## config.mk

```make
export PLATFORM = sky130hd
export DESIGN_NAME = hbw_write_target
export DESIGN_NICKNAME = d
export VERILOG_FILES = /design/src/common/hbw_pkg.sv /design/src/core/hbw_write_target.sv /design/src/core/hbw_sync2.sv /design/src/core/hbw_nib_shift.sv
export SDC_FILE = /design/constraint.sdc
export NUM_CORES = 1
export LEC_CHECK = 0
export ABC_CLOCK_PERIOD_IN_PS = 1920
export BUFFER_PORTS_ARGS = -buffer_cell sky130_fd_sc_hd__buf_2
export CAP_MARGIN = 10
export CORE_MARGIN = 1
export CORE_UTILIZATION = 58
export CTS_BUF_LIST = sky130_fd_sc_hd__clkbuf_8
export CTS_CLUSTER_DIAMETER = 50
export DETAILED_ROUTE_END_ITERATION = 10
export HOLD_SLACK_MARGIN = 0.12
export PLACE_DENSITY = 0.81
export SLEW_MARGIN = 15
export SYNTH_ARGS = -nofsm -noshare
export SYNTH_HDL_FRONTEND = slang
export SYNTH_HIERARCHICAL = 1
export SYNTH_SLANG_ARGS = --single-unit
```

## constraint.sdc

```tcl
create_clock -name CLK_I -period 1.92 [get_ports CLK_I]
set_input_delay 0.192 -clock CLK_I [delete_from_list [all_inputs] [get_ports CLK_I]]
set_output_delay 0.192 -clock CLK_I [all_outputs]
set_load 0.05 [all_outputs]
```

## src/common/hbw_pkg.sv

```systemverilog
// Shared constants, state encoding and carriers of the nibble bus write target
package hbw_pkg;

    // Field codes seen on or driven onto the nibble bus
    localparam logic [3:0] START_WRITE  = 4'he;   // Write start field
    localparam logic [3:0] SIZE_ONE     = 4'h0;   // Only accepted transfer size
    localparam logic [3:0] READY_SYNC   = 4'h0;   // Ready sync answer
    localparam logic [3:0] TAR_ONES     = 4'hf;   // Turnaround drive level

    // Address field layout
    localparam int         ADDR_NIBBLES = 7;      // Address nibbles on the bus
    localparam int         ADDR_BITS    = 28;     // Full bus address width
    localparam int         DEC_BITS     = 20;     // Address bits actually decoded
    localparam int         CORE_SEL_BIT = 22;     // Core or register select bit
    localparam int         DENS_TOP_BIT = 19;     // Bit dropped at the small density
    localparam logic [2:0] ADDR_LAST    = 3'h6;   // Index of last address nibble

    // Values after reset
    localparam logic [3:0] DRV_RESET    = 4'hf;   // Output nibble after reset
    localparam logic [2:0] CNT_RESET    = 3'h0;   // Address counter after reset

    // Transaction states, Gray coded along the write path from ST_IDLE to ST_TARD
    typedef enum logic [3:0] {
        ST_IDLE  = 4'h0,   // Bus not owned, waiting for a start field
        ST_START = 4'h1,   // Start seen, device select field follows
        ST_ADDR  = 4'h3,   // Collecting address nibbles
        ST_SIZE  = 4'h2,   // Transfer size field
        ST_DLO   = 4'h6,   // Low data nibble
        ST_DHI   = 4'h7,   // High data nibble
        ST_HREL  = 4'h5,   // Host drives ones, then floats
        ST_DTAK  = 4'h4,   // Bus handed to the device
        ST_SYNC  = 4'hc,   // Ready sync driven
        ST_TARD  = 4'hd,   // Device drives ones, then floats
        ST_SKIP  = 4'hf    // Not selected, ignore until next start
    } hbw_state_e;

    // One accepted write handed to the flash side
    typedef struct packed {
        logic                core_sel;   // 1: flash array, 0: register space
        logic [DEC_BITS-1:0] addr;       // Decoded target address
        logic [7:0]          data;       // Program data or flash command
    } hbw_wr_req_s;

endpackage : hbw_pkg

```

## src/core/hbw_write_target.sv

```systemverilog
// Target protocol engine for single-byte writes on the nibble bus
//
// Overview of operation
// Start 1110 with strobe low; last one counts
// Respond only if select nibble equals straps
// Seven address nibbles, most significant first
// Size nibble must be 0000, single byte
// Bad size resets engine, no response
// Data low nibble cycle 11, high 12
// Host drives 1111 then floats, cycle 13
// Device owns bus in cycle 14
// Device drives ready sync 0000, cycle 15
// Device drives 1111 then floats, cycle 16
// Fields sampled on rising edge of cycle
// No explicit signal of invalid fields
// Decode low 20 bits; small density drops bit19
// Bit 22 selects flash array or registers
// Misaligned multibyte reads return aligned followers
// After valid header, later inputs taken as valid
// Flash command bytes passed without checking
// Strobe low releases outputs, resets engine
// Running program or erase survives the strobe
// No flash operation before final data nibble
// Unselected device floats until next start
`timescale 1ns/1ns
module hbw_write_target
    import hbw_pkg::*;
#(
    parameter bit DENSITY_SMALL = 1'b0   // 1: small density part
) (
    // Clock and reset
    input  wire logic        CLK_I,
    input  wire logic        RST_I,
    // Nibble bus link
    input  wire logic        FRAME_STROBE_N_I,
    input  wire logic [3:0]  NIBBLE_BUS_I,
    output logic      [3:0]  NIBBLE_BUS_O,
    output logic             NIBBLE_BUS_OE_N_O,
    // Identity straps
    input  wire logic [3:0]  IDENTITY_STRAPS_I,
    // Write request to the flash side
    output logic             WR_VALID_O,
    output hbw_wr_req_s      WR_REQ_O,
    // Status
    output logic             TXN_ACTIVE_O
);

    hbw_state_e      state_q;
    hbw_state_e      state_d;
    logic [2:0]      cnt_q;
    logic [2:0]      cnt_d;
    logic [3:0]      dlo_q;
    logic [3:0]      drv_q;
    logic [3:0]      drv_d;
    logic            oe_n_q;
    logic            oe_n_d;
    logic            wr_valid_q;
    hbw_wr_req_s     wr_req_q;
    hbw_wr_req_s     wr_req_d;
    logic [3:0]      straps;
    logic [ADDR_BITS-1:0] addr_word;
    logic [DEC_BITS-1:0]  addr_dec;
    logic            frame_hi;
    logic            start_seen;
    logic            sel_match;
    logic            size_ok;
    logic            addr_shift;
    logic            last_nib;

    // Straps are static pins from outside the clock domain
    hbw_sync2 #(
        .WIDTH   (4)
    ) u_strap_sync (
        .clk_i   (CLK_I),
        .rst_i   (RST_I),
        .level_i (IDENTITY_STRAPS_I),
        .level_o (straps)
    );

    // Address nibbles gathered as they arrive
    hbw_nib_shift #(
        .WIDTH   (ADDR_BITS)
    ) u_addr_shift (
        .clk_i   (CLK_I),
        .rst_i   (RST_I),
        .shift_i (addr_shift),
        .nib_i   (NIBBLE_BUS_I),
        .word_o  (addr_word)
    );

    // Field decodes on the sampled bus
    assign frame_hi   = FRAME_STROBE_N_I;
    assign start_seen = (NIBBLE_BUS_I == START_WRITE);
    assign sel_match  = (NIBBLE_BUS_I == straps);
    assign size_ok    = (NIBBLE_BUS_I == SIZE_ONE);
    assign addr_shift = frame_hi && (state_q == ST_ADDR);
    assign last_nib   = (cnt_q == ADDR_LAST);

    // Decoded address, upper bits dropped
    assign addr_dec = DENSITY_SMALL ?
                      {1'b0, addr_word[DENS_TOP_BIT-1:0]} :
                      addr_word[DEC_BITS-1:0];

    // Next state; the strobe low overrides every state
    always_comb begin
        state_d = state_q;
        cnt_d   = CNT_RESET;
        if (!frame_hi) begin
            state_d = start_seen ? ST_START : ST_IDLE;
        end else begin
            case (state_q)
                ST_IDLE: begin
                    state_d = ST_IDLE;
                end
                ST_START: begin
                    state_d = sel_match ? ST_ADDR : ST_SKIP;
                end
                ST_ADDR: begin
                    cnt_d   = cnt_q + 3'h1;
                    state_d = last_nib ? ST_SIZE : ST_ADDR;
                end
                ST_SIZE: begin
                    state_d = size_ok ? ST_DLO : ST_IDLE;
                end
                ST_DLO: begin
                    state_d = ST_DHI;
                end
                ST_DHI: begin
                    state_d = ST_HREL;
                end
                ST_HREL: begin
                    state_d = ST_DTAK;
                end
                ST_DTAK: begin
                    state_d = ST_SYNC;
                end
                ST_SYNC: begin
                    state_d = ST_TARD;
                end
                ST_TARD: begin
                    state_d = ST_IDLE;
                end
                ST_SKIP: begin
                    state_d = ST_SKIP;
                end
                default: begin
                    state_d = ST_IDLE;
                end
            endcase
        end
    end

    // Output drive follows the state being entered
    always_comb begin
        drv_d  = TAR_ONES;
        oe_n_d = 1'b1;
        case (state_d)
            ST_SYNC: begin
                drv_d  = READY_SYNC;
                oe_n_d = 1'b0;
            end
            ST_TARD: begin
                drv_d  = TAR_ONES;
                oe_n_d = 1'b0;
            end
            default: begin
                drv_d  = TAR_ONES;
                oe_n_d = 1'b1;
            end
        endcase
    end

    // Write request formed from the final nibble; data passes unchecked
    assign wr_req_d = '{core_sel: addr_word[CORE_SEL_BIT],
                        addr:     addr_dec,
                        data:     {NIBBLE_BUS_I, dlo_q}};

    // State and counter
    always_ff @(posedge CLK_I) begin
        if (RST_I) begin
            state_q <= ST_IDLE;
            cnt_q   <= CNT_RESET;
        end else begin
            state_q <= state_d;
            cnt_q   <= cnt_d;
        end
    end

    // Bus drive registers
    always_ff @(posedge CLK_I) begin
        if (RST_I) begin
            drv_q  <= DRV_RESET;
            oe_n_q <= 1'b1;
        end else begin
            drv_q  <= drv_d;
            oe_n_q <= oe_n_d;
        end
    end

    // Low data nibble capture
    always_ff @(posedge CLK_I) begin
        if (RST_I) begin
            dlo_q <= 4'h0;
        end else if (frame_hi && state_q == ST_DLO) begin
            dlo_q <= NIBBLE_BUS_I;
        end
    end

    // Write handed over only once the high nibble is in
    always_ff @(posedge CLK_I) begin
        if (RST_I) begin
            wr_valid_q <= 1'b0;
            wr_req_q   <= '0;
        end else begin
            wr_valid_q <= frame_hi && (state_q == ST_DHI);
            if (frame_hi && state_q == ST_DHI) begin
                wr_req_q <= wr_req_d;
            end
        end
    end

    // Strobe low floats the bus at once; nothing here stops a running flash job
    assign NIBBLE_BUS_OE_N_O = oe_n_q | ~FRAME_STROBE_N_I;
    assign NIBBLE_BUS_O      = drv_q;
    assign WR_VALID_O        = wr_valid_q;
    assign WR_REQ_O          = wr_req_q;
    assign TXN_ACTIVE_O      = (state_q != ST_IDLE) && (state_q != ST_SKIP);

    // Last start before the strobe rises is the one that counts
    property p_start_latch;
        @(posedge CLK_I) disable iff (RST_I)
        (!FRAME_STROBE_N_I && NIBBLE_BUS_I == START_WRITE) |=> (state_q == ST_START);
    endproperty
    a_start_latch: assert property (p_start_latch)
        else $error("start field not latched");

    // Mismatched select parks the engine and keeps the bus floating
    property p_sel_miss;
        @(posedge CLK_I) disable iff (RST_I)
        (state_q == ST_START && frame_hi && NIBBLE_BUS_I != straps)
        |=> (state_q == ST_SKIP && oe_n_q);
    endproperty
    a_sel_miss: assert property (p_sel_miss)
        else $error("unselected device left skip path");

    // Matching select leads to seven address cycles then size
    property p_addr_len;
        @(posedge CLK_I) disable iff (RST_I)
        (state_q == ST_START && frame_hi && NIBBLE_BUS_I == straps) ##1 frame_hi [*7]
        |=> (state_q == ST_SIZE);
    endproperty
    a_addr_len: assert property (p_addr_len)
        else $error("address phase length wrong");

    // Bad size gives no write and no drive
    property p_bad_size;
        @(posedge CLK_I) disable iff (RST_I)
        (state_q == ST_SIZE && frame_hi && NIBBLE_BUS_I != SIZE_ONE)
        |=> (state_q == ST_IDLE) ##0 (!WR_VALID_O && oe_n_q) [*6];
    endproperty
    a_bad_size: assert property (p_bad_size)
        else $error("bad size not dropped");

    // Write pulse carries both data nibbles in order
    property p_wr_data;
        @(posedge CLK_I) disable iff (RST_I)
        (state_q == ST_DLO && frame_hi) ##1 (state_q == ST_DHI && frame_hi)
        |=> (WR_VALID_O && WR_REQ_O.data == {$past(NIBBLE_BUS_I), $past(NIBBLE_BUS_I, 2)});
    endproperty
    a_wr_data: assert property (p_wr_data)
        else $error("write byte mis-assembled");

    // No write without the high nibble taken under a high strobe
    property p_no_early_wr;
        @(posedge CLK_I) disable iff (RST_I)
        WR_VALID_O |-> ($past(state_q) == ST_DHI && $past(FRAME_STROBE_N_I));
    endproperty
    a_no_early_wr: assert property (p_no_early_wr)
        else $error("write issued before final nibble");

    // Host turnaround: device still floats, then ready sync is driven
    property p_turnaround;
        @(posedge CLK_I) disable iff (RST_I)
        (state_q == ST_HREL && frame_hi) ##1 frame_hi ##1 frame_hi
        |-> (drv_q == READY_SYNC && !oe_n_q && $past(oe_n_q, 2));
    endproperty
    a_turnaround: assert property (p_turnaround)
        else $error("ready sync not driven after turnaround");

    // Ones after the sync, then the bus is released
    property p_release;
        @(posedge CLK_I) disable iff (RST_I)
        (state_q == ST_SYNC && frame_hi)
        |=> (drv_q == TAR_ONES && !oe_n_q) ##1 oe_n_q;
    endproperty
    a_release: assert property (p_release)
        else $error("bus not handed back after sync");

    // Strobe low floats the outputs and restarts the engine
    property p_abort;
        @(posedge CLK_I) disable iff (RST_I)
        !FRAME_STROBE_N_I |-> NIBBLE_BUS_OE_N_O ##1
            (state_q == ST_IDLE || state_q == ST_START);
    endproperty
    a_abort: assert property (p_abort)
        else $error("abort did not release the bus");

    // Small density never reports the dropped address bit
    property p_density;
        @(posedge CLK_I) disable iff (RST_I)
        (WR_VALID_O && DENSITY_SMALL) |-> (WR_REQ_O.addr[DENS_TOP_BIT] == 1'b0);
    endproperty
    a_density: assert property (p_density)
        else $error("dropped address bit leaked");

    // Select bit follows address bit 22
    property p_core_sel;
        @(posedge CLK_I) disable iff (RST_I)
        WR_VALID_O |-> (WR_REQ_O.core_sel == $past(addr_word[CORE_SEL_BIT]));
    endproperty
    a_core_sel: assert property (p_core_sel)
        else $error("core select bit wrong");

endmodule : hbw_write_target

```

## src/core/hbw_sync2.sv

```systemverilog
// Two flip-flop synchroniser for slow pin levels
`timescale 1ns/1ns
module hbw_sync2 #(
    parameter int WIDTH = 4
) (
    // Clock and reset
    input  wire logic             clk_i,
    input  wire logic             rst_i,
    // Level in and synchronised level out
    input  wire logic [WIDTH-1:0] level_i,
    output logic      [WIDTH-1:0] level_o
);

    logic [WIDTH-1:0] meta_q;
    logic [WIDTH-1:0] sync_q;

    // First stage feeds only the second stage
    always_ff @(posedge clk_i) begin
        if (rst_i) begin
            meta_q <= '0;
            sync_q <= '0;
        end else begin
            meta_q <= level_i;
            sync_q <= meta_q;
        end
    end

    assign level_o = sync_q;

endmodule : hbw_sync2

```

## src/core/hbw_nib_shift.sv

```systemverilog
// Shift register that gathers address nibbles, most significant first
`timescale 1ns/1ns
module hbw_nib_shift #(
    parameter int WIDTH = 28
) (
    // Clock and reset
    input  wire logic             clk_i,
    input  wire logic             rst_i,
    // Nibble input and shift strobe
    input  wire logic             shift_i,
    input  wire logic [3:0]       nib_i,
    // Assembled word
    output logic      [WIDTH-1:0] word_o
);

    logic [WIDTH-1:0] word_q;
    logic [WIDTH-1:0] word_d;

    // Earlier nibbles move toward the top
    assign word_d = shift_i ? {word_q[WIDTH-5:0], nib_i} : word_q;

    // Storage
    always_ff @(posedge clk_i) begin
        if (rst_i) begin
            word_q <= '0;
        end else begin
            word_q <= word_d;
        end
    end

    assign word_o = word_q;

endmodule : hbw_nib_shift

```

==> results of run 1 <==
## routing by layer
| layer | wire (um) | share of wire (%) | global-route usage (%) | vias to the layer above |
|---|---|---|---|---|
| met5 | 0 | 0 | 0 | - |
| met4 | 75 | 1.5 | 10.00 | 0 |
| met1 | 2432 | 48 | 29.47 | 906 |
| met3 | 257 | 5.1 | 7.692 | 6 |
| li1 | - | - | - | 1052 |
| met2 | 2290 | 45 | 33.23 | 61 |
## power breakdown
| part | total [mW] | leakage, nW | internal (mW) | switching (mW) |
|---|---|---|---|---|
| Clock | 1.25 | 0.117 | 0.736 | 0.518 |
| Sequential | 1.50 | 0.581 | 1.50 | 0.00318 |
| Combinational | 0.0751 | 0.554 | 0.0314 | 0.0436 |
## area by class of cell
type	instances	share of cell area (%)
well taps	52	2.039
clock inverters	3	1.216
clock buffers	13	5.608
multi-input cells	200	35.57
inverters	1	0.1176
repair buffers	54	10.27
flip-flops and latches	72	45.18
## worst max-delay path, cell delays in order, from the launching register on
cell and delay (ns):
dfxtp_1 0.59, nand2_1 0.11, nor2_1 0.14, a21oi_1 0.06
buf_2 0.21
## placed cells by master (no fill, tap or decap), types with 2 or more instances in the layout
cell	instances
nand2b_1	3
buf_12	2
xnor2_1	6
ha_1	2
dlygate4sd3_1	5
nand2_1	63
nor2_1	33
a21oi_1	32
buf_2	46
clkbuf_8	13
nor2b_1	9
mux2i_1	25
dfxtp_1	72
nor3b_2	2
inv_1	2
and3_1	2
o21ai_0	2
## how the worst max path moves through the flow
stage / endpoint
5_1_grt: TXN_ACTIVE_O
2_1_floorplan: TXN_ACTIVE_O
3_3_place_gp: WR_REQ_O[3]
6_report: TXN_ACTIVE_O
3_5_place_dp: WR_REQ_O[23]
4_1_cts: TXN_ACTIVE_O
## repair_timing
item,4_1_cts,5_1_grt
hold buffers,4,1
buffers inserted,0,0
hold endpoints to repair,4,1
## through the flow
stage          setup WS, ns  cells  cell area (um2)  utilization (%)  hold slack [ns]
5_1_grt              0.1502    395             3191            71.31           0.1720
2_1_floorplan        0.3994    297             2778                -           0.2636
3_3_place_gp         0.4412    374             2923            65.32           0.4027
3_5_place_dp         0.3787    374             2923            65.32           0.4055
6_report             0.2695    395             3191            71.31           0.1752
4_1_cts              0.2694    394             3181            71.09           0.1229
## registers in the layout, summed over array words and instances (netlist names)
signal                flops
dlo_q                     4
WR_VALID_O                1
cnt_q                     3
state_q                   4
NIBBLE_BUS_O              1
u_strap_sync/meta_q       4
oe_n_q                    1
WR_REQ_O                 29
u_strap_sync/level_o      4
u_addr_shift/word_o      21
==> results.json, run 1 <==
{
  "hold_viol": 0,
  "critPathKind": "flip-flop to output port",
  "rsz0062_at_grt": "false",
  "insertedDiodeCount": 0,
  "cts-buffers-inserted": 9,
  "power.density_nw_per_um2": 887.8,
  "ys.warnings.count": 6,
  "fin_tns_setup_ns": 0,
  "dpl.hpwl_mm": 3.273,
  "worst-r2r-cell-count": 4,
  "postSynthCellCount": 297,
  "worstSkewPairLatency_ns": 0.34,
  "finalWeightedCongestion": 0.8661,
  "dieArea_um2": 5070,
  "wl_mm": 5.056,
  "fin_crit_ns": 1.651,
  "synth_nets": 310,
  "first_iter_violations": 170,
  "nets": 351,
  "ant_nets": 0,
  "final-max-slew-violation-count": 0,
  "leakage_nw": 1.252,
  "rrSetupSlack_ns": 0.36,
  "grt_pass1_wl_mm": 8.487,
  "drc": 5,
  "chipHeight_um": 71.21,
  "register_area_um2": 1441,
  "cts-resized-gates": 0,
  "htree_levels": 3,
  "crit_path_max_fanout": 11,
  "via_count": 2025,
  "clock.fmax_mhz": 605.9,
  "viasPerCell": 5.127,
  "critPathArrivalTime_ns": 1.46,
  "syn_area_um2": 2778,
  "final-setup-viol-count": 0,
  "multiInputGateArea_um2": 1135,
  "fill_cells": 357,
  "holdCritStartpoint": "NIBBLE_BUS_I[0]",
  "firstDrtPassIters": 8,
  "clock-sinks": 72,
  "track_usage_pct": 22.37,
  "clock_path_buffers": 2,
  "violations": "DRC",
  "cp_data_required_time_ns": 1.73,
  "hold_path_depth": 3,
  "pin_count": 47,
  "routedWlPerCell_um": 12.80,
  "grt_overflow": 0,
  "syn2layout_area_growth_pct": 14.86,
  "die_w_um": 71.21,
  "peakVddDrop_mv": 0.5754,
  "start_kind": "flip-flop",
  "worst_pin_slew_ns": 0.4427,
  "numPortBuffers": 46,
  "fin_crit_sh_pct": 85.96,
  "fin_skew_ns": 0.009012,
  "core_area_um2": 4474,
  "p_total_mw": 2.833,
  "hp-class": "primary input to flip-flop",
  "end_kind": "output port",
  "grt_start_max_net_pins": 64,
  "drv_cap": 0,
  "startpoint": "state_q[3]",
  "cts_tree": "done",
  "status": "finished with violations",
  "antenna_found_initial": 0,
  "grt_pass1_vias": 1790,
  "syn_area_per_cell_um2": 9.352,
  "slew_headroom_pct": 70.45,
  "min_to": "WR_REQ_O[4]",
  "r2r-start": "state_q[2]",
  "cts_root_buf": "clkbuf_8",
  "path_clk_slew_ns": 0.07,
  "rows": 24,
  "timing.rr.end": "WR_REQ_O[23]",
  "start_util_pct": 62.08,
  "drive_gt1_share_pct": 20.70
}
Note: power is estimated with default switching activity, not from simulation.
==> run 2, diff against run 1 <==
Settings changed: SETUP_SLACK_MARGIN set to 0.4.
==> run 2 against run 1 <==
The flow still finishes with violations (DRC); register-to-register slack improved by 0.11 ns; critical path depth rose by 2; wire length rose by 3.6%; non-clock buffer count fell by 1; sequential power barely moved; sequential share of layout area rose by 0.27 points; count of clock-buffer cells in the layout did not move; maximum frequency rose by 14%; clock skew fell by 0.0034 ns; global-route usage rose by 0.55 points; first-iteration DRC count fell by 15%; critical endpoint is now u_addr_shift/word_o[22]; largest cell class unchanged; highest routed layer unchanged.
==> results.json, run 2 (synthesized netlist as in run 1, its figures left out) <==
{
  "fill_cells": 347,
  "slew_headroom_pct": 77.28,
  "internal_power_mw": 2.262,
  "grt_pass1_vias": 1932,
  "startpoint": "state_q[2]",
  "clkPwrFrac_pct": 44.4,
  "holdCritStartpoint": "RST_I",
  "insertedDiodeCount": 0,
  "grt_pass1_wl_mm": 8.652,
  "critPathKind": "flip-flop to flip-flop",
  "numPortBuffers": 46,
  "worst-r2r-cell-count": 6,
  "r2r-start": "state_q[2]",
  "fin_skew_ns": 0.005595,
  "clock_path_buffers": 2,
  "finalWeightedCongestion": 0.8530,
  "cts-buffers-inserted": 9,
  "leakage_nw": 1.251,
  "clock-sinks": 72,
  "path_clk_slew_ns": 0.07,
  "drv_cap": 0,
  "cp_data_required_time_ns": 2.15,
  "grt_overflow": 0,
  "power.density_nw_per_um2": 884.7,
  "dieArea_um2": 5070,
  "htree_levels": 3,
  "die_w_um": 71.21,
  "end_kind": "flip-flop",
  "pin_count": 47,
  "timing.rr.end": "u_addr_shift/word_o[22]",
  "crit_path_max_fanout": 21,
  "via_count": 2056,
  "wl_mm": 5.237,
  "status": "finished with violations",
  "largest_reg_flops": 29,
  "dpl.hpwl_mm": 3.229,
  "fin_tns_setup_ns": 0,
  "ant_nets": 0,
  "syn2layout_area_growth_pct": 15.18,
  "drive_gt1_share_pct": 22.51,
  "final_cell_mix": "dfxtp_1 (68), nand2_1 (63), buf_2 (46)",
  "whs_ns": 0.1394,
  "hp-class": "primary input to flip-flop",
  "pwr-share-seq_pct": 53.0,
  "final-setup-viol-count": 0,
  "hold_viol": 0,
  "start_util_pct": 62.08,
  "min_to": "dlo_q[0]",
  "final_common_cell": "dfxtp_1",
  "grt_start_max_net_pins": 64,
  "cts_root_buf": "clkbuf_8",
  "viasPerCell": 5.218,
  "peakVddDrop_mv": 0.6386,
  "critPathArrivalTime_ns": 1.68,
  "clock.fmax_mhz": 689.9,
  "rows": 24,
  "firstDrtPassIters": 7,
  "final-max-slew-violation-count": 0,
  "worstSkewPairLatency_ns": 0.34,
  "routedWlPerCell_um": 13.29,
  "violations": "DRC",
  "fin_crit_sh_pct": 75.49,
  "p_sw_mw": 0.5681,
  "cts_tree": "done",
  "chipHeight_um": 71.21,
  "nets": 350,
  "rrSetupSlack_ns": 0.47,
  "start_kind": "flip-flop",
  "pwr-share-comb_pct": 2.6,
  "core_area_um2": 4474,
  "hold_path_depth": 2,
  "first_iter_violations": 144,
  "drc": 4,
  "antenna_found_initial": 0,
  "sw_frac_of_total_pct": 20.07,
  "rsz0062_at_grt": "false",
  "worst_pin_slew_ns": 0.3377,
  "fin_crit_ns": 1.449,
  "track_usage_pct": 22.92
}
==> run 2: cell types whose count changed in the layout (fill, tap and decap cells not counted), sizes merged <==
cell and change:
dlygate4sd3 -1
==> run 2: worst max-delay path by stage <==
stage	cells after the start	slack (ns)	endpoint
finish	6	0.47	u_addr_shift/word_o[22]
CTS	4	0.42	TXN_ACTIVE_O
floorplan	8	0.51	u_addr_shift/word_o[10]
detailed placement	4	0.39	WR_REQ_O[2]
global placement	4	0.44	WR_REQ_O[11]
global route	6	0.41	u_addr_shift/word_o[22]
==> run 2: cell type report <==
cell class / instances / area (um2) / share of cell area [%]
Clock buffer: 13 / 178.9 / 5.593
Clock inverter: 3 / 38.79 / 1.212
Inverter: 1 / 3.754 / 0.1173
Multi-Input combinational cell: 200 / 1141 / 35.67
Sequential cell: 72 / 1454 / 45.44
Tap cell: 52 / 65.06 / 2.034
Timing Repair Buffer: 53 / 317.8 / 9.934
==> run 2: power groups by stage <==
stage / clock [mW] / combinational (mW) / sequential, mW
detailed placement: 0 / 0.0682 / 1.54
global placement: 0 / 0.0671 / 1.54
floorplan: 0 / 0.0378 / 1.54
finish: 1.26 / 0.0746 / 1.50
CTS: 1.28 / 0.0742 / 1.50
global route: 1.34 / 0.0815 / 1.50
==> run 2: stage by stage <==
step	setup slack, ns	std cells	cell area [um2]	total power [mW]	utilization (%)
2_1_floorplan	0.5125	297	2781	1.575	-
3_3_place_gp	0.4372	374	2927	1.605	65.41
3_5_place_dp	0.3915	374	2927	1.606	65.41
4_1_cts	0.4230	394	3189	2.857	71.28
5_1_grt	0.4052	394	3199	2.923	71.50
6_report	0.4706	394	3199	2.830	71.50
==> run 2: worst max-delay path, cell delays in order (launching register included) <==
cell and delay [ns]:
dfxtp_4 0.39, nor2_4 0.17, nand2_1 0.09, nor2_2 0.15, buf_12 0.21, mux2i_1 0.26
nor2_1 0.06
==> run 2: metal layers <==
metal,routed length [um],global-route usage [%]
met1,2426,29.28
met2,2442,35.45
met3,309,8.547
met4,59,8.667
met5,0,0
==> run 2: repair_timing <==
item                       4_1_cts  5_1_grt
hold endpoints to repair         4        0
setup endpoints to repair       15        2
hold buffers                     4        0
setup buffers                    0        0
resized for setup                4        4
